File: config.mk
export PLATFORM = sky130hd
export DESIGN_NAME = address_shared_io_ports
export DESIGN_NICKNAME = d
export VERILOG_FILES = /design/src/design/io_ports_pkg.sv /design/src/design/port_pin_mux.sv /design/src/design/address_shared_io_ports.sv
export SDC_FILE = /design/constraint.sdc
export NUM_CORES = 1
export LEC_CHECK = 0
export ABC_AREA = 1
export BUFFER_PORTS_ARGS = -buffer_cell sky130_fd_sc_hd__buf_2
export CELL_PAD_IN_SITES_DETAIL_PLACEMENT = 1
export CELL_PAD_IN_SITES_GLOBAL_PLACEMENT = 1
export CORE_MARGIN = 10
export CORE_UTILIZATION = 37
export CTS_CLUSTER_SIZE = 8
export DETAILED_ROUTE_END_ITERATION = 10
export PLACE_DENSITY = 0.94
export SYNTH_ARGS = -nofsm -noshare
export SYNTH_HDL_FRONTEND = slang
export SYNTH_SLANG_ARGS = --single-unit
File: constraint.sdc
create_clock -name clk_i -period 2.01 [get_ports clk_i]
set_input_delay 0.3015 -clock clk_i [delete_from_list [all_inputs] [get_ports clk_i]]
set_output_delay 0.3015 -clock clk_i [all_outputs]
set_load 0.01 [all_outputs]
File: src/design/io_ports_pkg.sv
// constants shared by the address-shared port logic
package io_ports_pkg;

    // register byte offsets on the wishbone slave
    localparam int unsigned ADDR_W                 = 8;
    localparam logic [7:0]  OFF_PORT1_DIRECTION    = 8'h00;
    localparam logic [7:0]  OFF_PORT1_DATA         = 8'h04;
    localparam logic [7:0]  OFF_PORT6_DIRECTION    = 8'h08;
    localparam logic [7:0]  OFF_PORT6_OUTPUT_DATA  = 8'h0C;
    localparam logic [7:0]  OFF_MODULE_STOP_HIGH   = 8'h10;
    localparam logic [7:0]  OFF_MODE_STATUS        = 8'h14;

    // field positions
    localparam int unsigned CLOCK_PIN_STOP_POS     = 0;
    localparam int unsigned PORT6_TOP_POS          = 7;

    // reset values, and the fixed port-six direction readback
    localparam logic [7:0]  PORT1_DIRECTION_RESET  = 8'h00;
    localparam logic [7:0]  PORT1_DATA_RESET       = 8'h00;
    localparam logic [7:0]  PORT6_DIRECTION_RESET  = 8'h80;
    localparam logic [7:0]  PORT6_DATA_RESET       = 8'h80;
    localparam logic [7:0]  PORT6_DIRECTION_READ   = 8'hFF;
    localparam logic        CLOCK_PIN_STOP_RESET   = 1'b0;

    // operating mode numbers sampled from the mode pins
    localparam logic [2:0]  MODE_EXP_ROM_OFF_FIRST = 3'h1;
    localparam logic [2:0]  MODE_EXP_ROM_OFF_LAST  = 3'h4;
    localparam logic [2:0]  MODE_EXP_ROM_ON        = 3'h5;
    localparam logic [2:0]  MODE_RESET             = 3'h7;

    // how port-one pins are shared with the address bus
    typedef enum logic [1:0] {
        PIN_USE_GPIO     = 2'b00,
        PIN_USE_PER_BIT  = 2'b01,
        PIN_USE_ADDRESS  = 2'b11
    } pin_use_type;

endpackage

File: src/design/port_pin_mux.sv
// per-pin output, enable and readback selection for one port
`timescale 1ns/1ps

module port_pin_mux #(
    parameter int unsigned WIDTH = 8
) (
    input  wire logic [WIDTH-1:0] direction_i,
    input  wire logic [WIDTH-1:0] data_i,
    input  wire logic [WIDTH-1:0] pin_level_i,
    input  wire logic [WIDTH-1:0] address_sel_i,
    input  wire logic [WIDTH-1:0] address_i,
    output logic      [WIDTH-1:0] out_level_o,
    output logic      [WIDTH-1:0] out_enable_o,
    output logic      [WIDTH-1:0] read_value_o
);

    // the address function wins over the port data on every pin it owns
    always_comb begin
        for (int i = 0; i < WIDTH; i++) begin
            out_level_o[i]  = address_sel_i[i] ? address_i[i] : data_i[i];
            out_enable_o[i] = address_sel_i[i] | direction_i[i];
            read_value_o[i] = direction_i[i] ? data_i[i] : pin_level_i[i];
        end
    end

endmodule

File: src/design/address_shared_io_ports.sv
// address-shared port one and general port six with a wishbone register slave
//
// Notes on behaviour
// RQ1 - modes one to four: all port-one pins drive the low address lines.
// RQ2 - mode five: port-one pin is address output if direction set, else input.
// RQ3 - single-chip modes: port-one pins are plain I/O under their direction bits.
// RQ4 - during DRAM cycles the low address pins carry multiplexed row/column addresses.
// RQ5 - port-six pin drives when its direction bit is one, else it is an input; the top pin instead drives unless the clock pin is stopped.
// RQ6 - port-six direction register is write-only and reads back all ones.
// RQ7 - port-six direction resets to 0x80 on reset/hardware standby, kept in software standby.
// RQ8 - port-six outputs keep their level throughout software standby.
// RQ9 - a port-six output pin carries the matching output data bit; the top pin carries the clock level instead.
// RQ10 - data bit seven ignores writes; reads one, or the top pin when clock stopped.
// RQ11 - low seven data bits read pin level if direction zero, stored value if one.
// RQ12 - port-six data resets to 0x80 on reset/hardware standby, kept in software standby.
// RQ13 - address output takes precedence over the port function on pins the mode assigns.
`timescale 1ns/1ps

module address_shared_io_ports
    import io_ports_pkg::*;
#(
    parameter int unsigned PORT_W = 8
) (
    input  wire logic                          clk_i,
    input  wire logic                          rst_i,
    // classic wishbone slave
    input  wire logic                          cyc_i,
    input  wire logic                          stb_i,
    input  wire logic                          we_i,
    input  wire logic [io_ports_pkg::ADDR_W-1:0] adr_i,
    input  wire logic [3:0]                    sel_i,
    input  wire logic [31:0]                   dat_i,
    output logic      [31:0]                   dat_o,
    output logic                               ack_o,
    // chip state
    input  wire logic [2:0]                    mode_i,
    input  wire logic                          hw_standby_i,
    input  wire logic                          sw_standby_i,
    // external memory bus from the bus controller
    input  wire logic [PORT_W-1:0]             low_address_lines_i,
    input  wire logic                          dram_cycle_i,
    input  wire logic [PORT_W-1:0]             dram_mux_address_i,
    // system clock level offered on the top port-six pin
    input  wire logic                          clock_pin_level_i,
    // port one pins
    input  wire logic [PORT_W-1:0]             port1_pin_i,
    output logic      [PORT_W-1:0]             port1_pin_o,
    output logic      [PORT_W-1:0]             port1_pin_oe_o,
    // port six pins
    input  wire logic [PORT_W-1:0]             port6_pin_i,
    output logic      [PORT_W-1:0]             port6_pin_o,
    output logic      [PORT_W-1:0]             port6_pin_oe_o
);

    import io_ports_pkg::*;

    ////////////////////////////////////////////////////////////////////////////////
    // state

    typedef struct packed {
        // software-visible registers
        logic [PORT_W-1:0] port1_direction_reg;
        logic [PORT_W-1:0] port1_data;
        logic [PORT_W-1:0] port6_direction;
        logic [PORT_W-1:0] port6_output_data;
        logic              clock_pin_stop_bit;
        // operating mode, sampled so the pin sharing never follows a glitching mode input
        logic [2:0]        mode;
        // bus answer
        logic              ack;
        logic [31:0]       rdata;
        // registered pin drive, frozen as a whole in software standby
        logic [PORT_W-1:0] p1_out;
        logic [PORT_W-1:0] p1_oe;
        logic [PORT_W-1:0] p6_out;
        logic [PORT_W-1:0] p6_oe;
    } state_type;

    // reset and hardware standby both load this; software standby never does
    localparam state_type STATE_RESET = '{
        port1_direction_reg: PORT1_DIRECTION_RESET,
        port1_data:          PORT1_DATA_RESET,
        port6_direction:     PORT6_DIRECTION_RESET,
        port6_output_data:   PORT6_DATA_RESET,
        clock_pin_stop_bit:  CLOCK_PIN_STOP_RESET,
        mode:                MODE_RESET,
        ack:                 1'b0,
        rdata:               32'h0000_0000,
        p1_out:              '0,
        p1_oe:               '0,
        p6_out:              '0,
        p6_oe:               '0
    };

    state_type state_reg;
    state_type state_next;

    ////////////////////////////////////////////////////////////////////////////////
    // local signals

    // port-one sharing with the address bus
    pin_use_type       port1_use;
    logic [PORT_W-1:0] port1_addr_sel;
    logic [PORT_W-1:0] port1_addr_val;
    logic [PORT_W-1:0] port1_out_w;
    logic [PORT_W-1:0] port1_oe_w;
    logic [PORT_W-1:0] port1_rd_w;
    // port-six paths for the low seven pins; the top pin is handled apart
    logic [PORT_W-2:0] port6_out_w;
    logic [PORT_W-2:0] port6_oe_w;
    logic [PORT_W-2:0] port6_rd_w;
    logic              port6_top_read;
    logic [PORT_W-1:0] port6_read_value;
    // bus decode
    logic              bus_hit;
    logic              bus_write;
    logic [7:0]        bus_offset;

    ////////////////////////////////////////////////////////////////////////////////
    // port-one pin ownership from the sampled operating mode

    // modes below the first expanded mode are reserved and treated as single-chip
    // the pins follow a mode change two edges late, so nothing may rely on the first cycle after it
    always_comb begin
        if (state_reg.mode >= MODE_EXP_ROM_OFF_FIRST && state_reg.mode <= MODE_EXP_ROM_OFF_LAST) begin
            port1_use = PIN_USE_ADDRESS;                                   // see RQ1
        end else if (state_reg.mode == MODE_EXP_ROM_ON) begin
            port1_use = PIN_USE_PER_BIT;                                   // see RQ2
        end else begin
            port1_use = PIN_USE_GPIO;                                      // see RQ3
        end
    end

    // the address function overrides the port data wherever the mode hands a pin to it
    // in mode five the direction bits double as the address-pin selection
    always_comb begin
        case (port1_use)
            PIN_USE_ADDRESS: port1_addr_sel = '1;                          // see RQ13
            PIN_USE_PER_BIT: port1_addr_sel = state_reg.port1_direction_reg; // see RQ2
            PIN_USE_GPIO:    port1_addr_sel = '0;                          // see RQ3
            default:         port1_addr_sel = '0;
        endcase
    end

    // dram cycles put the row/column multiplexed address on the low lines
    // the bus controller owns the timing; this block only routes the value to the pins
    assign port1_addr_val = dram_cycle_i ? dram_mux_address_i : low_address_lines_i; // see RQ4

    ////////////////////////////////////////////////////////////////////////////////
    // pin muxes

    // direction is the output enable, and the address overlay rides on address_sel_i
    port_pin_mux #(
        .WIDTH (PORT_W)
    ) port1_mux (
        .direction_i   (state_reg.port1_direction_reg),
        .data_i        (state_reg.port1_data),
        .pin_level_i   (port1_pin_i),
        .address_sel_i (port1_addr_sel),
        .address_i     (port1_addr_val),
        .out_level_o   (port1_out_w),
        .out_enable_o  (port1_oe_w),
        .read_value_o  (port1_rd_w)
    );

    // port six has no address function; its top pin is handled apart
    // its address inputs are tied off, so the mux reduces to plain direction control
    port_pin_mux #(
        .WIDTH (PORT_W - 1)
    ) port6_mux (
        .direction_i   (state_reg.port6_direction[PORT_W-2:0]),
        .data_i        (state_reg.port6_output_data[PORT_W-2:0]),
        .pin_level_i   (port6_pin_i[PORT_W-2:0]),
        .address_sel_i ('0),
        .address_i     ('0),
        .out_level_o   (port6_out_w),
        .out_enable_o  (port6_oe_w),
        .read_value_o  (port6_rd_w)
    );

    // top bit reads one unless the clock pin is stopped, then it is the live pin;
    // the stored top data bit is never consulted, so a write to it has no effect
    always_comb begin
        if (state_reg.clock_pin_stop_bit) begin
            port6_top_read = port6_pin_i[PORT6_TOP_POS];                   // see RQ10
        end else begin
            port6_top_read = 1'b1;                                         // see RQ10
        end
    end

    // low bits come from the mux: live pin where an input, stored value where an output
    assign port6_read_value = {port6_top_read, port6_rd_w};               // see RQ11

    ////////////////////////////////////////////////////////////////////////////////
    // wishbone decode

    // ack is held off for one cycle after it is given so a held request is taken once
    // only byte lane zero is decoded; the upper lanes of a wider access are dropped
    // unmapped offsets still answer so a stray access never hangs the master
    assign bus_hit    = cyc_i & stb_i & ~state_reg.ack;
    assign bus_write  = bus_hit & we_i & sel_i[0];
    assign bus_offset = adr_i[7:0];

    ////////////////////////////////////////////////////////////////////////////////
    // next state

    always_comb begin
        // defaults: hold every register, sample the mode, answer a fresh request
        state_next       = state_reg;
        state_next.mode  = mode_i;
        state_next.ack   = bus_hit;

        // register writes; only byte lane zero carries data
        if (bus_write) begin
            case (bus_offset)
                OFF_PORT1_DIRECTION: begin
                    // in mode five these bits also choose which pins carry the address
                    state_next.port1_direction_reg = dat_i[PORT_W-1:0];
                end
                OFF_PORT1_DATA: begin
                    state_next.port1_data = dat_i[PORT_W-1:0];
                end
                OFF_PORT6_DIRECTION: begin
                    // top direction bit has no pin function and keeps its reset value
                    state_next.port6_direction[PORT_W-2:0] = dat_i[PORT_W-2:0]; // see RQ5
                end
                OFF_PORT6_OUTPUT_DATA: begin
                    state_next.port6_output_data[PORT_W-2:0] = dat_i[PORT_W-2:0]; // see RQ10
                end
                OFF_MODULE_STOP_HIGH: begin
                    // stopping the clock pin hands the top port-six pin back as an input
                    state_next.clock_pin_stop_bit = dat_i[CLOCK_PIN_STOP_POS];
                end
                default: begin
                    // unmapped writes are dropped
                end
            endcase
        end

        // register reads; unmapped offsets answer with zero
        if (bus_hit && !we_i) begin
            case (bus_offset)
                OFF_PORT1_DIRECTION: begin
                    state_next.rdata = {24'h0000_00, state_reg.port1_direction_reg};
                end
                OFF_PORT1_DATA: begin
                    // input pins read back live, output pins their stored bit
                    state_next.rdata = {24'h0000_00, port1_rd_w};
                end
                OFF_PORT6_DIRECTION: begin
                    state_next.rdata = {24'h0000_00, PORT6_DIRECTION_READ}; // see RQ6
                end
                OFF_PORT6_OUTPUT_DATA: begin
                    state_next.rdata = {24'h0000_00, port6_read_value};   // see RQ11
                end
                OFF_MODULE_STOP_HIGH: begin
                    state_next.rdata = {31'h0000_0000, state_reg.clock_pin_stop_bit};
                end
                OFF_MODE_STATUS: begin
                    // lets software see which sharing the port-one pins are under
                    state_next.rdata = {29'h0000_0000, state_reg.mode};
                end
                default: begin
                    state_next.rdata = 32'h0000_0000;
                end
            endcase
        end

        // pins freeze in software standby so outputs keep their level
        // freezing the drive rather than the registers keeps the registers writable meanwhile
        if (!sw_standby_i) begin                                           // see RQ8
            state_next.p1_out = port1_out_w;
            state_next.p1_oe  = port1_oe_w;
            state_next.p6_out = {clock_pin_level_i, port6_out_w};          // see RQ9
            // top pin carries the clock while it is not stopped
            state_next.p6_oe  = {~state_reg.clock_pin_stop_bit, port6_oe_w}; // see RQ5
        end
    end

    ////////////////////////////////////////////////////////////////////////////////
    // state register

    // hardware standby initialises like reset; software standby touches nothing
    // a synchronous reset keeps the whole state in one clocked process, at the cost of needing a live clock
    always_ff @(posedge clk_i) begin
        if (rst_i || hw_standby_i) begin
            state_reg <= STATE_RESET;                                      // see RQ7 see RQ12
        end else begin
            state_reg <= state_next;
        end
    end

    ////////////////////////////////////////////////////////////////////////////////
    // outputs straight from the state register

    // every output is a flip-flop, so the pins never glitch while the muxes settle
    assign dat_o          = state_reg.rdata;
    assign ack_o          = state_reg.ack;
    assign port1_pin_o    = state_reg.p1_out;
    assign port1_pin_oe_o = state_reg.p1_oe;
    assign port6_pin_o    = state_reg.p6_out;
    assign port6_pin_oe_o = state_reg.p6_oe;

endmodule

### Word level (Yosys, flattened, before mapping)

Index checks and enable logic that the tools add are counted.

| storage, ports and cells | value |
|---|---|
| flip-flop bits (word level) | 99 |
| bits of input ports | 88 |

| cells by class | value |
|---|---|
| magnitude comparators | 2 |
| eq/ne operators | 8 |
| mux-type cells | 29 |
| bitwise logic cells | 14 |
| reduce and logical (&&, ||, !) cells | 10 |

Operators by type and width:

| kind | number |
|---|---|
| $pmux 8 s6 | 1 |
| $mux 1 | 25 |
| $eq 8x4->1 const B | 2 |
| $eq 8x5->1 const B | 2 |
| $pmux 8 s2 | 1 |
| $reduce_and 2->1 | 5 |
| $eq 8x3->1 const B | 1 |
| $logic_not 8->1 | 1 |
| $mux 8 | 1 |
| $or 1x1->1 | 8 |
| $and 1x1->1 | 4 |
| $eq 3x3->1 const B | 1 |
| $ge 3x1->1 const B | 1 |
| $le 3x3->1 const B | 1 |
| $eq 2x1->1 const B | 1 |
| $eq 2x2->1 const B | 1 |
| $logic_and 1x1->1 | 2 |
| $mux 2 | 1 |
| $not 1->1 | 2 |
| $logic_not 1->1 | 1 |
| $logic_or 1x1->1 | 1 |

### Logic depth before layout (Yosys ltp)

| depth | value |
|---|---|
| word-level depth | 6 |
| depth in mapped cells | 9 |

### Modules after synthesis

A second synthesis with hierarchy kept.

| unflattened totals | value |
|---|---|
| cell total of the unflattened synthesis | 613 |
| area total of the unflattened synthesis | 4209.0 µm² |

Modules (own cells, without submodules):

| module | instances | cells an instance | area an instance (µm²) | sequential area each (µm²) |
|---|---|---|---|---|
| address_shared_io_ports | 1 | 478 | 3702.3 | 1501.4 |
| port_pin_mux at port1_mux | 1 | 72 | 270.3 | 0.0 |
| port_pin_mux at port6_mux | 1 | 63 | 236.5 | 0.0 |

### Worst setup path after synthesis

No wires, ideal clock.

| timing path | value |
|---|---|
| kind | flip-flop to flip-flop |
| start | register state_reg[65] in the netlist's numbering |
| end | register state_reg, in the netlist port1_pin_o[3] |
| data arrival time | 1127 ps |
| required time | 1901 ps |
| setup slack | 774 ps |
| cell stages (with the launch flop) | 10 |
| path buffers | 2 |
| period minus slack after synthesis | 1236 ps |
| cells stage by stage | dfxtp_1 -> buf_6 -> nor2_8 -> xor2_4 -> buf_6 -> nand2_1 -> nand2_1 -> nand3_1 -> nand2_1 -> inv_1 |

| between the ends | value |
|---|---|
| word-level cells in the longest chain between the ends | 6 |
| elaborated cells on any way between the ends | 10 |
| those cells by class | 2 x order compare; 3 x eq/ne; 4 x mux; 1 x reduce/logical |

Ends and longest elaborated chain:

| item | line | source |
|---|---|---|
| from (decl) | address_shared_io_ports.sv:95 | `state_type state_reg;` |
| from (signal assigned) | address_shared_io_ports.sv:289 | `state_reg <= state_next;` |
| $ge 3x1->1 (tied with other cells) | address_shared_io_ports.sv:125 | `if (state_reg.mode >= MODE_EXP_ROM_OFF_FIRST && state_reg.mode <= MODE_EXP_ROM_OFF_LAST) begin` |
| $logic_and 1x1->1 / $mux 1 (equally long branches) | address_shared_io_ports.sv:125, address_shared_io_ports.sv:127 |  |
| $mux 2 (*) | address_shared_io_ports.sv:125 |  |
| $eq 2x1->1 / $eq 2x2->1 (equally long branches) | address_shared_io_ports.sv:137 | `case (port1_use)` |
| $pmux 8 s2 (*) | address_shared_io_ports.sv:137 |  |
| $mux 1 (*) | port_pin_mux.sv:20 | `out_level_o[i] = address_sel_i[i] ? address_i[i] : data_i[i];` |

Every way passes the cells marked *; elsewhere a longest branch is shown, timed or not.
A chain may end at the register's enable or synchronous reset.

### Worst setup path after layout

| timing path | value |
|---|---|
| start | register state_reg[66] in the netlist's numbering |
| end | register state_reg, in the netlist port1_pin_o[5] |

Same word-level chain as after synthesis.

==> results.toml <==
[clock_network]
cts_num_sinks = 75
cts_hold_buffers = 0
numCtsBuffers = 9
clk_pin_slew_ps = 80
cts-root-buf = "clkbuf_8"
post_cts_buffers = 0
clk_latency_ps = 370
cts_tree = "built"
cts_max_level = 3
clockBufferDepth = 2
cts-resized-gates = 0

[run_status]
outcome = "finished clean"

[floorplanning]
dieHeight_um = 125.6
design.core.area_um2 = 10890
die_x_um = 125.6
initial_core_util_pct = 37.92
die_area_um2 = 15780
num_rows = 38
io_pins = 153

[worst_setup_path]
crit_path_start_kind = "register"
worst_setup_path_end_kind = "register"
path_max_fanout = 24
crit_arrival_ps = 1810
critPathRequiredTime_ps = 2280
path_class = "reg2reg"
r2r_slack_ps = 470

[placement]
place_area_um2 = 4352
gp_congestion = 0.8376
placed_cells = 778
portBuffers = 101
dpl.hpwl_um = 10260
pre_cts_ws_ps = 396.6

[global_routing]
grt_pass1_vias = 4203
track_usage_pct = 16.38
grt_max_degree = 51
grt_pass1_wl_um = 21370
grt_antenna_before_repair = 0
grt-ovfl-total = 0

[pwr]
total_power_mw = 3.426
power_density_nw_per_um2 = 742.5
ir_drop_v = 0.0002731
p_leak_nw = 2.317

[routing]
antenna_left = 0
drt_first_iter_violations = 150
avgRoutedWirePerCell_um = 16.57
via_count = 3854
wl_um = 13140
dr_wl_met2_um = 6764
dr.pass1.iters = 5
viasPerCell = 4.860
drc_errors = 0
dr_wl_met3_um = 914
wl_met1_um = 5199
topRoutingLayerUsed = "met4"

[job]
maxCapViolations = 0

[cells_and_area]
largest_reg_flops = 34
final_cell_mix = "nand2_1, buf_2, dfxtp_1"
ff_latch_area_um2 = 1501
antenna_cells = 0
drive_above_1_share_pct = 24.81
n_fill_cell = 1455
design_area_um2 = 4614
final_cells = 793
multi_input_area_um2 = 1906
fin_util_pct = 42.38
final_common_cell = "nand2_1"
nets = 737
syn_to_final_growth_pct = 11.76

[synthesis]
syn_area_per_cell_um2 = 6.986
synth_async_sr_flop_share_pct = 0
ys_warn_count = 0
synth_flop_cell = "dfxtp_1"
synthCells = 591
yosysSeqAreaShare_pct = 36.36
ys_types = 26
syn_area_um2 = 4129
synth-seq-cells = 75
synth-edff-count = 0

[worst_hold_path]
min_path_type = "in2reg"

[sta]
fmax_mhz = 650.5
finalCritPeriodShare_pct = 76.48
finalSetupTns_ps = 0
finalWorstSetupSlack_ps = 472.7
fin_skew_ps = 10.08
rsz0062_at_grt = "no"
hold_viol_final = 0
setup_viol = 0
max-slew-margin-rel_pct = 45.43
hold_slack_ps = 128.8
min_period_ps = 1537
finalMaxSlewViolations = 0
max_slew.worst_pin.slew_ps = 817.4
[worst max-delay path: stages, from the launching register on]
cell and delay (ps):
dfxtp_1 480, nor2_8 60, xor2_4 490, nand2_1 120, nand2_1 90, nand3_1 70, nand2_1 90, inv_1 40
[worst paths after layout]
kind	from	to	depth (start not counted)
max	state_reg[66]$_SDFF_PP1_	port1_pin_o[5]$_SDFFE_PP0N_	7
min	mode_i[1]	state_reg[66]$_SDFF_PP1_	2
max reg2reg	state_reg[66]$_SDFF_PP1_	port1_pin_o[5]$_SDFFE_PP0N_	7
min reg2reg	state_reg[68]$_SDFFE_PP0P_	port6_pin_oe_o[7]$_SDFFE_PP0N_	1
[synthesized netlist by cell type, types with 12 or more instances]
master    number  area, um2
nand3_1       40      200.2
o21ai_0       30      150.1
inv_2         13      48.80
a21oi_1       27      135.1
clkbuf_1      12      45.04
nor2_1        74      277.8
o21ai_1       25      125.1
inv_1         42      157.7
nand2_1      129      484.2
dfxtp_1       75       1501
buf_4         65      488.0
[cell type report]
type | count | share of cell area, %
Clock inverter | 5 | 2.711
Timing Repair Buffer | 108 | 12.09
Clock buffer | 10 | 2.983
Inverter | 56 | 4.582
Sequential cell | 75 | 32.54
Multi-Input combinational cell | 399 | 41.30
Tap cell | 140 | 3.796
[where the power goes]
group / internal (mW) / leakage, nW / switching (mW)
combinational: 0.117 / 1.58 / 0.222
clock: 0.976 / 0.132 / 0.594
sequential: 1.50 / 0.607 / 0.0132
[per-layer routing]
metal  GRT usage [%]  vias to the layer above
met5               0                        -
met3           4.950                       21
li1                -                     1908
met2           29.68                      104
met1           17.48                     1821
met4           6.030                        0
[cells by family (layout without fill, tap and decap cells)]
| family | after synthesis | after routing | synth area share (%) |
|---|---|---|---|
| XOR/XNOR | 1 | 1 | 0.6668 |
| AO/OA/AOI/OAI | 91 | 91 | 11.58 |
| buffers and inverters | 140 | 179 | 19.64 |
| AND/OR/NAND/NOR | 283 | 283 | 31.67 |
| other | 1 | 24 | 0.09082 |
| flip-flops | 75 | 75 | 36.36 |
(Power assumes the default switching activity.)
